--- src/hdl/meirq_pkg.sv ---
package meirq_pkg;
  // special-function register addresses
  localparam logic [7:0] ENERGY_EVENT_IRQ_ENABLE_ADDR  = 8'hDA;
  localparam logic [7:0] WAVEFORM_LINE_IRQ_ENABLE_ADDR = 8'hDB;
  localparam logic [7:0] LOW_STATUS_ADDR               = 8'hDC;
  localparam logic [7:0] MIDDLE_STATUS_ADDR            = 8'hDD;
  localparam logic [7:0] HIGH_STATUS_ADDR              = 8'hDE;
  // reset values
  localparam logic [7:0] ENABLE_RESET                  = 8'h00;
  localparam logic [7:0] STATUS_RESET                  = 8'h00;
  // middle register field positions
  localparam int unsigned BIT_SECOND_PULSE     = 7;
  localparam int unsigned BIT_FIRST_PULSE      = 6;
  localparam int unsigned BIT_APPARENT_OVF     = 5;
  localparam int unsigned BIT_REACTIVE_OVF     = 4;
  localparam int unsigned BIT_ACTIVE_OVF       = 3;
  localparam int unsigned BIT_APPARENT_HALF    = 2;
  localparam int unsigned BIT_REACTIVE_HALF    = 1;
  localparam int unsigned BIT_ACTIVE_HALF      = 0;
  // high register field positions
  localparam int unsigned BIT_NEW_WAVEFORM     = 5;
  localparam int unsigned BIT_CURRENT_PEAK     = 4;
  localparam int unsigned BIT_VOLTAGE_PEAK     = 3;
  localparam int unsigned BIT_CYCLE_END        = 2;
  localparam int unsigned BIT_ZX_TIMEOUT       = 1;
  localparam int unsigned BIT_ZX_DETECTED      = 0;
  // low register field position
  localparam int unsigned BIT_SUMMARY_FLAG     = 7;
  // writable masks
  localparam logic [7:0] HIGH_ENABLE_MASK      = 8'h3F;
  localparam logic [7:0] REACTIVE_MASK         = 8'h12;
  localparam logic [7:0] HIGH_STATUS_MASK      = 8'h3F;
  // zero-crossing timeout counter
  localparam int unsigned ZERO_CROSSING_TIMEOUT_COUNT_W         = 12;
  localparam logic [11:0] ZERO_CROSSING_TIMEOUT_COUNT_RESET     = 12'hFFF;
endpackage

--- src/hdl/meirq_top.sv ---
`timescale 1ns/100ps
`default_nettype none
module meirq_top
  import meirq_pkg::*;
#(
  parameter bit HAS_REACTIVE = 1'b1
) (
  // clock and reset
  input  wire logic                    clock_in,
  input  wire logic                    rst_b_in,
  // special-function register port
  input  wire logic [7:0]              sfr_addr_in,
  input  wire logic                    sfr_wr_in,
  input  wire logic                    sfr_rd_in,
  input  wire logic [7:0]              sfr_wdata_in,
  output logic [7:0]                   sfr_rdata_out,
  // metering events, one-cycle pulses, plus the zero-crossing timeout half-cycle count
  input  wire logic                    first_pulse_in,
  input  wire logic                    second_pulse_in,
  input  wire logic [2:0]              energy_overflow_in,
  input  wire logic [2:0]              energy_half_full_in,
  input  wire logic                    new_waveform_sample_in,
  input  wire logic                    current_peak_in,
  input  wire logic                    voltage_peak_in,
  input  wire logic                    cycle_end_in,
  input  wire logic                    half_line_cycle_in,
  input  wire logic                    zero_crossing_in,
  input  wire logic [ZERO_CROSSING_TIMEOUT_COUNT_W-1:0] zero_crossing_timeout_count_in,
  // interrupt to core
  output logic                         metering_irq_out
);
  logic [7:0] energy_event_irq_enable_ff;
  logic [7:0] nxt_energy_enable;
  logic [7:0] waveform_line_irq_enable_ff;
  logic [7:0] nxt_waveform_enable;
  logic [7:0] middle_status_ff;
  logic [7:0] nxt_middle_status;
  logic [7:0] high_status_ff;
  logic [7:0] nxt_high_status;
  logic [7:0] rdata_ff;
  logic [7:0] nxt_rdata;
  logic [7:0] middle_events;
  logic [7:0] high_events;
  logic [7:0] energy_mask;
  logic       zx_timeout;
  logic       summary_flag;

  // one address match shared by every register write path
  function automatic logic write_hit(input logic       wr,
                                     input logic [7:0] addr,
                                     input logic [7:0] target);
    return wr && (addr == target);
  endfunction

  meirq_zx_timeout u_zx_timeout (
    .clock_in         (clock_in),
    .rst_b_in         (rst_b_in),
    .half_cycle_in    (half_line_cycle_in),
    .zero_crossing_in (zero_crossing_in),
    .timeout_count_in (zero_crossing_timeout_count_in),
    .timeout_out      (zx_timeout)
  );

  // reactive functions vanish in the reduced variant
  assign energy_mask = HAS_REACTIVE ? 8'hFF : ~REACTIVE_MASK;

  // pulse events come from the internal generator, not the pin, so the pin mode is ignored
  always_comb begin
    middle_events                    = 8'h00;
    middle_events[BIT_SECOND_PULSE]  = second_pulse_in;
    middle_events[BIT_FIRST_PULSE]   = first_pulse_in;
    middle_events[BIT_APPARENT_OVF]  = energy_overflow_in[2];
    middle_events[BIT_REACTIVE_OVF]  = energy_overflow_in[1];
    middle_events[BIT_ACTIVE_OVF]    = energy_overflow_in[0];
    middle_events[BIT_APPARENT_HALF] = energy_half_full_in[2];
    middle_events[BIT_REACTIVE_HALF] = energy_half_full_in[1];
    middle_events[BIT_ACTIVE_HALF]   = energy_half_full_in[0];
    middle_events                    = middle_events & energy_mask;
    high_events                      = 8'h00;
    high_events[BIT_NEW_WAVEFORM]    = new_waveform_sample_in;
    high_events[BIT_CURRENT_PEAK]    = current_peak_in;
    high_events[BIT_VOLTAGE_PEAK]    = voltage_peak_in;
    high_events[BIT_CYCLE_END]       = cycle_end_in;
    high_events[BIT_ZX_TIMEOUT]      = zx_timeout;
    high_events[BIT_ZX_DETECTED]     = zero_crossing_in;
  end

  // status flags: write one to clear, a new event in the same cycle wins
  always_comb begin
    nxt_middle_status = middle_status_ff;
    nxt_high_status   = high_status_ff;
    if (write_hit(sfr_wr_in, sfr_addr_in, MIDDLE_STATUS_ADDR)) begin
      nxt_middle_status = middle_status_ff & ~sfr_wdata_in;
    end
    if (write_hit(sfr_wr_in, sfr_addr_in, HIGH_STATUS_ADDR)) begin
      nxt_high_status = high_status_ff & ~sfr_wdata_in;
    end
    nxt_middle_status = nxt_middle_status | middle_events;
    nxt_high_status   = (nxt_high_status | high_events) & HIGH_STATUS_MASK;
  end

  // enable registers
  always_comb begin
    nxt_energy_enable   = energy_event_irq_enable_ff;
    nxt_waveform_enable = waveform_line_irq_enable_ff;
    if (write_hit(sfr_wr_in, sfr_addr_in, ENERGY_EVENT_IRQ_ENABLE_ADDR)) begin
      nxt_energy_enable = sfr_wdata_in & energy_mask;
    end
    if (write_hit(sfr_wr_in, sfr_addr_in, WAVEFORM_LINE_IRQ_ENABLE_ADDR)) begin
      nxt_waveform_enable = sfr_wdata_in & HIGH_ENABLE_MASK;
    end
  end

  // each enabled flag feeds the summary; it drops by itself once they clear
  assign summary_flag = |(middle_status_ff & energy_event_irq_enable_ff)
                      | |(high_status_ff & waveform_line_irq_enable_ff);

  // read data registered so the data output comes from a flip-flop
  always_comb begin
    nxt_rdata = rdata_ff;
    if (sfr_rd_in) begin
      unique case (sfr_addr_in)
        ENERGY_EVENT_IRQ_ENABLE_ADDR:  nxt_rdata = energy_event_irq_enable_ff;
        WAVEFORM_LINE_IRQ_ENABLE_ADDR: nxt_rdata = waveform_line_irq_enable_ff;
        LOW_STATUS_ADDR:               nxt_rdata = {summary_flag, 7'h00};
        MIDDLE_STATUS_ADDR:            nxt_rdata = middle_status_ff;
        HIGH_STATUS_ADDR:              nxt_rdata = high_status_ff;
        default:                       nxt_rdata = 8'h00;
      endcase
    end
  end

  always_ff @(posedge clock_in) begin
    if (!rst_b_in) begin
      energy_event_irq_enable_ff  <= ENABLE_RESET;
      waveform_line_irq_enable_ff <= ENABLE_RESET;
      middle_status_ff            <= STATUS_RESET;
      high_status_ff              <= STATUS_RESET;
      rdata_ff                    <= 8'h00;
    end else begin
      energy_event_irq_enable_ff  <= nxt_energy_enable;
      waveform_line_irq_enable_ff <= nxt_waveform_enable;
      middle_status_ff            <= nxt_middle_status;
      high_status_ff              <= nxt_high_status;
      rdata_ff                    <= nxt_rdata;
    end
  end

  assign sfr_rdata_out    = rdata_ff;
  assign metering_irq_out = summary_flag;

  property p_second_pulse;
    @(posedge clock_in) disable iff (!rst_b_in)
      (second_pulse_in && energy_event_irq_enable_ff[BIT_SECOND_PULSE] && !sfr_wr_in)
      |=> metering_irq_out;
  endproperty
  a_second_pulse: assert property (p_second_pulse) else $error("second pulse no irq");

  property p_first_pulse;
    @(posedge clock_in) disable iff (!rst_b_in)
      (first_pulse_in && energy_event_irq_enable_ff[BIT_FIRST_PULSE] && !sfr_wr_in)
      |=> metering_irq_out;
  endproperty
  a_first_pulse: assert property (p_first_pulse) else $error("first pulse no irq");

  property p_overflow;
    @(posedge clock_in) disable iff (!rst_b_in)
      (|(middle_status_ff & energy_event_irq_enable_ff & 8'h38)) |-> metering_irq_out;
  endproperty
  a_overflow: assert property (p_overflow) else $error("overflow not pending");

  property p_half_full;
    @(posedge clock_in) disable iff (!rst_b_in)
      (|(middle_status_ff & energy_event_irq_enable_ff & 8'h07)) |-> metering_irq_out;
  endproperty
  a_half_full: assert property (p_half_full) else $error("half full not pending");

  property p_waveform;
    @(posedge clock_in) disable iff (!rst_b_in)
      (new_waveform_sample_in && waveform_line_irq_enable_ff[BIT_NEW_WAVEFORM] && !sfr_wr_in)
      |=> metering_irq_out ##1 (metering_irq_out || $past(sfr_wr_in));
  endproperty
  a_waveform: assert property (p_waveform) else $error("waveform irq lost");

  property p_summary_clear;
    @(posedge clock_in) disable iff (!rst_b_in)
      ((middle_status_ff & energy_event_irq_enable_ff) == 8'h00 &&
       (high_status_ff & waveform_line_irq_enable_ff) == 8'h00) |-> !metering_irq_out;
  endproperty
  a_summary_clear: assert property (p_summary_clear) else $error("irq without flag");

  property p_pulse_flag;
    @(posedge clock_in) disable iff (!rst_b_in)
      first_pulse_in |=> middle_status_ff[BIT_FIRST_PULSE];
  endproperty
  a_pulse_flag: assert property (p_pulse_flag) else $error("pulse flag not set");

  property p_reserved;
    @(posedge clock_in) disable iff (!rst_b_in)
      waveform_line_irq_enable_ff[7:6] == 2'b00;
  endproperty
  a_reserved: assert property (p_reserved) else $error("reserved enable set");

  property p_reset_enables;
    @(posedge clock_in) !rst_b_in |=> (energy_event_irq_enable_ff == 8'h00) && !metering_irq_out;
  endproperty
  a_reset_enables: assert property (p_reset_enables) else $error("enable not reset");

  property p_write_clear;
    @(posedge clock_in) disable iff (!rst_b_in)
      (sfr_wr_in && sfr_addr_in == HIGH_STATUS_ADDR && sfr_wdata_in[BIT_ZX_DETECTED]
       && !zero_crossing_in) |=> !high_status_ff[BIT_ZX_DETECTED];
  endproperty
  a_write_clear: assert property (p_write_clear) else $error("flag not cleared");

  property p_peak;
    @(posedge clock_in) disable iff (!rst_b_in)
      (((current_peak_in && waveform_line_irq_enable_ff[BIT_CURRENT_PEAK]) ||
        (voltage_peak_in && waveform_line_irq_enable_ff[BIT_VOLTAGE_PEAK])) && !sfr_wr_in)
      |=> metering_irq_out;
  endproperty
  a_peak: assert property (p_peak) else $error("peak irq lost");

  property p_cycle_end;
    @(posedge clock_in) disable iff (!rst_b_in)
      (cycle_end_in && waveform_line_irq_enable_ff[BIT_CYCLE_END] && !sfr_wr_in)
      |=> metering_irq_out;
  endproperty
  a_cycle_end: assert property (p_cycle_end) else $error("cycle end irq lost");

  property p_zx_timeout;
    @(posedge clock_in) disable iff (!rst_b_in)
      (zx_timeout && waveform_line_irq_enable_ff[BIT_ZX_TIMEOUT] && !sfr_wr_in)
      |=> metering_irq_out;
  endproperty
  a_zx_timeout: assert property (p_zx_timeout) else $error("timeout irq lost");

  property p_zx_detected;
    @(posedge clock_in) disable iff (!rst_b_in)
      (zero_crossing_in && waveform_line_irq_enable_ff[BIT_ZX_DETECTED] && !sfr_wr_in)
      |=> metering_irq_out;
  endproperty
  a_zx_detected: assert property (p_zx_detected) else $error("crossing irq lost");

  property p_reduced;
    @(posedge clock_in) disable iff (!rst_b_in)
      !HAS_REACTIVE |-> ((energy_event_irq_enable_ff & REACTIVE_MASK) == 8'h00) &&
                        ((middle_status_ff & REACTIVE_MASK) == 8'h00);
  endproperty
  a_reduced: assert property (p_reduced) else $error("reactive bit in reduced variant");

  property p_timeout_flag;
    @(posedge clock_in) disable iff (!rst_b_in)
      zx_timeout |=> high_status_ff[BIT_ZX_TIMEOUT];
  endproperty
  a_timeout_flag: assert property (p_timeout_flag) else $error("timeout flag not set");

  property p_overflow_flag;
    @(posedge clock_in) disable iff (!rst_b_in)
      energy_overflow_in[0] |=> middle_status_ff[BIT_ACTIVE_OVF];
  endproperty
  a_overflow_flag: assert property (p_overflow_flag) else $error("overflow flag not set");

  property p_enable_write;
    @(posedge clock_in) disable iff (!rst_b_in)
      write_hit(sfr_wr_in, sfr_addr_in, ENERGY_EVENT_IRQ_ENABLE_ADDR)
      |=> energy_event_irq_enable_ff == ($past(sfr_wdata_in) & energy_mask);
  endproperty
  a_enable_write: assert property (p_enable_write) else $error("enable write lost");

  property p_irq_hold;
    @(posedge clock_in) disable iff (!rst_b_in)
      (metering_irq_out && !sfr_wr_in) |=> metering_irq_out;
  endproperty
  a_irq_hold: assert property (p_irq_hold) else $error("irq dropped without clear");

  c_pulse_irq: cover property (@(posedge clock_in) disable iff (!rst_b_in)
    second_pulse_in ##1 metering_irq_out);
  c_timeout: cover property (@(posedge clock_in) disable iff (!rst_b_in)
    zx_timeout ##1 high_status_ff[BIT_ZX_TIMEOUT]);
  c_irq_drop: cover property (@(posedge clock_in) disable iff (!rst_b_in)
    metering_irq_out ##1 !metering_irq_out);
  c_waveform_irq: cover property (@(posedge clock_in) disable iff (!rst_b_in)
    new_waveform_sample_in ##1 metering_irq_out);
  c_late_enable: cover property (@(posedge clock_in) disable iff (!rst_b_in)
    ((|middle_status_ff) && !metering_irq_out) ##1 metering_irq_out);
endmodule
`default_nettype wire

--- src/hdl/meirq_zx_timeout.sv ---
`timescale 1ns/100ps
`default_nettype none
module meirq_zx_timeout
  import meirq_pkg::*;
(
  // clock and reset
  input  wire logic                    clock_in,
  input  wire logic                    rst_b_in,
  // line events
  input  wire logic                    half_cycle_in,
  input  wire logic                    zero_crossing_in,
  input  wire logic [ZERO_CROSSING_TIMEOUT_COUNT_W-1:0] timeout_count_in,
  // timeout event
  output logic                         timeout_out
);
  logic [ZERO_CROSSING_TIMEOUT_COUNT_W-1:0] count_ff;
  logic [ZERO_CROSSING_TIMEOUT_COUNT_W-1:0] nxt_count;
  logic                    timeout_ff;
  logic                    nxt_timeout;

  // counts half cycles without a crossing; fires once, then waits for a crossing
  always_comb begin
    nxt_count   = count_ff;
    nxt_timeout = 1'b0;
    if (zero_crossing_in) begin
      nxt_count = '0;
    end else if (half_cycle_in && (count_ff != timeout_count_in)) begin
      nxt_count = count_ff + {{(ZERO_CROSSING_TIMEOUT_COUNT_W-1){1'b0}}, 1'b1};
      if (nxt_count == timeout_count_in) begin
        nxt_timeout = 1'b1;
      end
    end
  end

  always_ff @(posedge clock_in) begin
    if (!rst_b_in) begin
      count_ff   <= '0;
      timeout_ff <= 1'b0;
    end else begin
      count_ff   <= nxt_count;
      timeout_ff <= nxt_timeout;
    end
  end

  assign timeout_out = timeout_ff;
endmodule
`default_nettype wire

--- config.mk ---
export PLATFORM = sky130hd
export DESIGN_NAME = meirq_top
export DESIGN_NICKNAME = d
export VERILOG_FILES = /design/src/hdl/meirq_pkg.sv /design/src/hdl/meirq_top.sv /design/src/hdl/meirq_zx_timeout.sv
export SDC_FILE = /design/constraint.sdc
export NUM_CORES = 1
export LEC_CHECK = 0
export ABC_AREA = 1
export BUFFER_PORTS_ARGS = -buffer_cell sky130_fd_sc_hd__buf_2
export CAP_MARGIN = 20
export CELL_PAD_IN_SITES_DETAIL_PLACEMENT = 2
export CELL_PAD_IN_SITES_GLOBAL_PLACEMENT = 2
export CORE_AREA = 3 3 111 113
export DETAILED_ROUTE_END_ITERATION = 8
export DIE_AREA = 0 0 114 116
export PLACE_DENSITY_LB_ADDON = 0.05
export SYNTH_ARGS = -nofsm -noshare
export SYNTH_HDL_FRONTEND = slang
export SYNTH_HIERARCHICAL = 1
export SYNTH_SLANG_ARGS = --single-unit
--- constraint.sdc ---
create_clock -name clock_in -period 1.6 [get_ports clock_in]
set_clock_uncertainty 0.1 [all_clocks]
set_input_delay 0.16 -clock clock_in [delete_from_list [all_inputs] [get_ports clock_in]]
set_output_delay 0.16 -clock clock_in [all_outputs]
set_load 0.05 [all_outputs]
==> results.toml, run 1 <==
[global_route]
track_usage_pct = 17.9
grt_pass1_wl_um = 18600
grt_max_degree = 18
antenna_found_initial = 0
first_global_vias = 3738
grt-ovfl-total = 0

[timing]
period_minus_slack_ns = 1.63
worst_slack_ns = -0.0347
finalMaxSlewViolations = 0
whs_ns = 0.0167
post-route-period-util_pct = 102
tightest_slew_ns = 0.373
setup_viol = 2
rsz0062_at_grt = "yes"
max_freq_mhz = 612
hold_viol = 0
slew_headroom_pct = 75.1
setup_tns_ns = -0.0570

[worst_setup_path]
crit_type = "flop to flop"
worstPathCellList = "nand2_1, nand2_1, nand2_1, nor2_4, nand3_4, nand2_8, clkinvlp_4, nor2_1, nor2_1"
critical_path.slowest_cell = "dfxtp_4"
critical_path_arrival_ns = 1.72
critPathMaxFanout = 9
end_kind = "flop"
r2r_slack_ns = -0.03
cpPeakStageDelay_ns = 0.42
required_ns = 1.69
start_kind = "flop"
cpMostUsedCell = "nand2_1"

[clock_network]
clkTransAtPathRegs_ns = 0.07
cts_htree_levels = 2
cts_root_buf = "clkbuf_16"
numCtsBuffers = 5
cts_buffer_depth = 2
numClockSinks = 49
clk-insertion-delay-late_ns = 0.29
cts_tree = "yes"

[power]
power_density_mw_per_mm2 = 689
ir_drop_mv = 0.447
p_leak_uw = 0.00189

[synthesis]
ys_async_sr_fraction_pct = 0
ys_types = 32
synthTopCellsByArea = "dfxtp_1 32%, nand2_1 18%, nand3_1 8.1%"
yosysSeqAreaShare_pct = 32.2
yosys_warnings = 6
ys_ff_latch = 49
synth-edff-count = 0
netlist.area_leader.share_pct = 32.2
syn-mean-instance-area_um2 = 6.38
synthesis.instances = 477
syn_nets = 524
synth_area_mm2 = 0.00304
synth_area_leader_cell = "dfxtp_1"
synthFlopType = "dfxtp_1"

[placed_design]
gp_congestion = 0.778
port_buffers = 54
dp_hpwl_um = 9330

[route]
drt-vias-per-instance = 4.71
first_pass_iters = 4
vias = 3395
drt-total-wl_um = 11600
ant_nets = 0
drc = 0
drt_first_iter_violations = 127
wl_per_cell_um = 16.1

[die]
die_area_mm2 = 0.0132
fp.dieW_um = 114
rows = 39
pin_count = 55
die_h_um = 116
core_mm2 = 0.0114
start_util_pct = 26.6

[run_status]
failed_checks = "negative setup slack"
status = "complete, but fails checks"

[min_path]
hp-class = "primary input to flop"

[final_layout]
final_nets = 624
fill_cells = 1434
layout_common_cells = "135 x nand2_1, 53 x buf_2, 48 x nand3_1"
syn_to_final_growth_pct = 35.3
drive_above_1_share_pct = 32.2
final_common_cell = "nand2_1"
diodes = 0

[job]
maxCapViolations = 0
-- critical path: cells and delay by family, from the launching register on --
| kind | cells | cell delay [ns] |
|---|---|---|
| simple gates | 8 | 0.83 |
| flops | 1 | 0.42 |
| buf+inv | 1 | 0.17 |
-- what timing repair did --
item	CTS	global route
endpoints found under the setup margin	13	14
resized for setup	7	44
hold buffers	10	0
endpoints found under the hold margin	10	0
pin swaps	1	8
cloned	0	0
buffers inserted	1	6
-- cells in the mapped netlist, drive strengths merged, types with 3 or more instances --
library cell  instances
a21oi                40
o21ai                22
xnor2                 3
buf                   9
nand4                12
nor3                  3
dfxtp                49
nor2                 55
clkbuf                5
xor2                  4
nand2               157
inv                  60
nand3                51
or2                   3
-- per-stage QoR --
step / total power (uW) / utilization (%) / cell area [um2] / instances / setup WS (ns)
after floorplan: 1510 / - / 3040 / 477 / 0.0187
after CTS: 2870 / 34.6 / 3950 / 715 / 0.00691
after global routing: 2980 / 36.1 / 4120 / 721 / -0.147
after detailed placement: 1700 / 32.2 / 3680 / 696 / -0.0707
after global placement: 1680 / 32.2 / 3680 / 696 / -0.0475
final: 2840 / 36.1 / 4120 / 721 / -0.0347
-- logic make-up (layout without fill, tap and decap cells) --
family / count (synthesis) / after routing / share of synthesized area, %
AO/OA/AOI/OAI: 64 / 64 / 11.1
buffers and inverters: 75 / 176 / 10.8
flip-flops: 49 / 49 / 32.2
AND/OR/NAND/NOR: 281 / 281 / 43.5
XOR/XNOR: 7 / 7 / 2.01
adder cells (fa/ha/maj): 1 / 1 / 0.411
-- power by group --
group	switching [uW]	internal (uW)	leakage, uW	total, uW
clock	538	592	0.0000680	1130
sequential	35.3	1250	0.000406	1280
combinational	244	179	0.00141	423
total	818	2020	0.00189	2840
-- worst paths after layout --
kind                                          startpoint                             to  cells after the start
worst max-delay path            u_zx_timeout/count_ff[2]       u_zx_timeout/count_ff[2]                      9
worst min-delay path                     sfr_wdata_in[7]  energy_event_irq_enable_ff[7]                      3
worst max register to register  u_zx_timeout/count_ff[2]       u_zx_timeout/count_ff[2]                      9
worst min register to register  u_zx_timeout/timeout_out              high_status_ff[1]                      2
-- area by class of cell --
class                           count  area [um2]  area share [%]
Inverter                           61         235            5.71
Clock inverter                      3        26.3           0.638
Tap cell                          143         179            4.35
Multi-Input combinational cell    353        1830            44.5
Sequential cell                    49        1000            24.3
Timing Repair Buffer              107         716            17.4
Clock buffer                        5         125            3.04
-- per-layer routing --
| metal | share of wire, % | up-vias | track usage [%] | wire (um) |
|---|---|---|---|---|
| met5 | 0 | - | 0 | 0 |
| met4 | 2.0 | 0 | 5.62 | 233 |
| met3 | 2.1 | 14 | 2.04 | 246 |
| met2 | 56 | 37 | 36.4 | 6470 |
| met1 | 40 | 1630 | 19.1 | 4670 |
| li1 | - | 1714 | - | - |
-- registers in the layout (all words and copies together) (netlist names) --
register                     cells
energy_event_irq_enable_ff       8
sfr_rdata_out                    8
high_status_ff                   6
u_zx_timeout/count_ff           12
middle_status_ff                 8
u_zx_timeout/timeout_out         1
waveform_line_irq_enable_ff      6
Note: power is estimated with default switching activity, not from simulation.
==> run 2, diff against run 1 <==
SETUP_SLACK_MARGIN = 0.05   (was default)
==> run 2 against run 1 <==
Sequential share of layout area up 0.20 points. Worst hold slack got worse by 0.010 ns. The flow now finishes without violations. Die area unchanged. First-iteration DRC count decreased by 50%. Setup slack improved by 0.048 ns. Flip-flop and latch count did not move.
==> results.toml, run 2 (synthesis results as in run 1) <==
[worst_setup_path]
critical_path_arrival_ns = 1.68
critical_path.slowest_cell = "dfxtp_4"
crit_type = "flop to flop"
critPathMaxFanout = 7
start_kind = "flop"
required_ns = 1.70
cpMostUsedCell = "nand2_2"
end_kind = "flop"
worstPathCellList = "buf_6, xnor2_2, nand2_2, nor2_4, nand3_4, nand2_8, buf_12, nand2_2, nand2_2, nor2_2"
cpPeakStageDelay_ns = 0.36

[min_path]
hp-class = "primary input to flop"

[final_layout]
final_common_cell = "nand2_1"
layout_common_cells = "131 x nand2_1, 53 x buf_2, 49 x inv_1"
drive_above_1_share_pct = 32.0
largest_reg_flops = 12
final_core_util_pct = 36.1
top_register = "u_zx_timeout/count_ff"
diodes = 0
final_nets = 617
syn_to_final_growth_pct = 35.5

[route]
first_pass_iters = 4
drc = 0
drt_first_iter_violations = 64
drt-total-wl_um = 11700
ant_nets = 0
vias = 3417
wl_per_cell_um = 16.4
drt-vias-per-instance = 4.79

[placed_design]
dp_hpwl_um = 9160
place_ws_ns = -0.0595
port_buffers = 54
gp_congestion = 0.755

[timing]
finalMaxSlewViolations = 0
post-route-period-util_pct = 99.2
rsz0062_at_grt = "yes"
max_freq_mhz = 630
tightest_slew_ns = 0.458
slew_headroom_pct = 69.4
hold_viol = 0
worst_slack_ns = 0.0129
setup_viol = 0
whs_ns = 0.00660
period_minus_slack_ns = 1.59

[clock_network]
cts_root_buf = "clkbuf_16"
clkTransAtPathRegs_ns = 0.08
cts_buffer_depth = 2
cts_tree = "yes"
numCtsBuffers = 5
numClockSinks = 49
cts_htree_levels = 2
clk-insertion-delay-late_ns = 0.30

[power]
ir_drop_mv = 0.443
power_density_mw_per_mm2 = 683
p_leak_uw = 0.00191

[global_route]
grt_max_degree = 30
grt-ovfl-total = 0
first_global_vias = 3664
antenna_found_initial = 0
track_usage_pct = 18.2
grt_pass1_wl_um = 18500

[die]
die_area_mm2 = 0.0132
rows = 39
core_mm2 = 0.0114
fp.dieW_um = 114
pin_count = 55
start_util_pct = 26.6
die_h_um = 116

[job]
maxCapViolations = 0

[run_status]
status = "finished, final reports clean"
run 2: final cells by class:
type | instances | area, um2
repair buffers | 100 | 697
clock buffers | 5 | 125
clock inverters | 3 | 21.3
fillers | 1399 | 7290
flip-flops and latches | 49 | 1010
well taps | 143 | 179
inverters | 61 | 229
multi-input cells | 353 | 1860
run 2: timing repair:
item	in CTS	in global routing
endpoints found under the hold margin	10	0
resized for setup	26	34
setup endpoints to repair	14	14
hold buffers	10	0
buffers inserted	1	7
pin swaps	7	21
run 2: path summary, 6_finish.rpt:
kind,to,from,slack [ns],cells after the start
max,u_zx_timeout/count_ff[11],u_zx_timeout/count_ff[1],0.01,10
max reg2reg,u_zx_timeout/count_ff[11],u_zx_timeout/count_ff[1],0.01,10
min reg2reg,sfr_rdata_out[5],sfr_rdata_out[5],0.36,2
min,high_status_ff[4],current_peak_in,0.007,3
run 2: power by group:
group	internal (uW)	switching, uW	total, uW
Sequential	1250	34.4	1280
Clock	584	531	1110
Combinational	175	246	421
run 2: critical path, delay by kind of cell, from the launching register on:
kind / cells / cell delay, ns
and+or+nand+nor: 7 / 0.60
xor gates and xnor gates: 1 / 0.15
buffers and inverters: 2 / 0.26
DFF: 1 / 0.36
run 2: layer usage:
metal,track usage [%],up-vias,wire (um)
met4,5.38,0,244
met3,3.13,17,300
met2,36.7,43,6480
met5,0,-,0
li1,-,1698,-
met1,18.9,1659,4690
run 2: per-stage QoR:
step / instances / total power [uW] / setup TNS (ns) / area (um2)
6_report: 714 / 2820 / 0 / 4120
5_1_grt: 714 / 2970 / -0.356 / 4120
4_1_cts: 707 / 2860 / 0 / 3970
3_5_place_dp: 688 / 1700 / -0.442 / 3640
3_3_place_gp: 688 / 1680 / -0.0184 / 3640
2_1_floorplan: 477 / 1510 / 0 / 3040
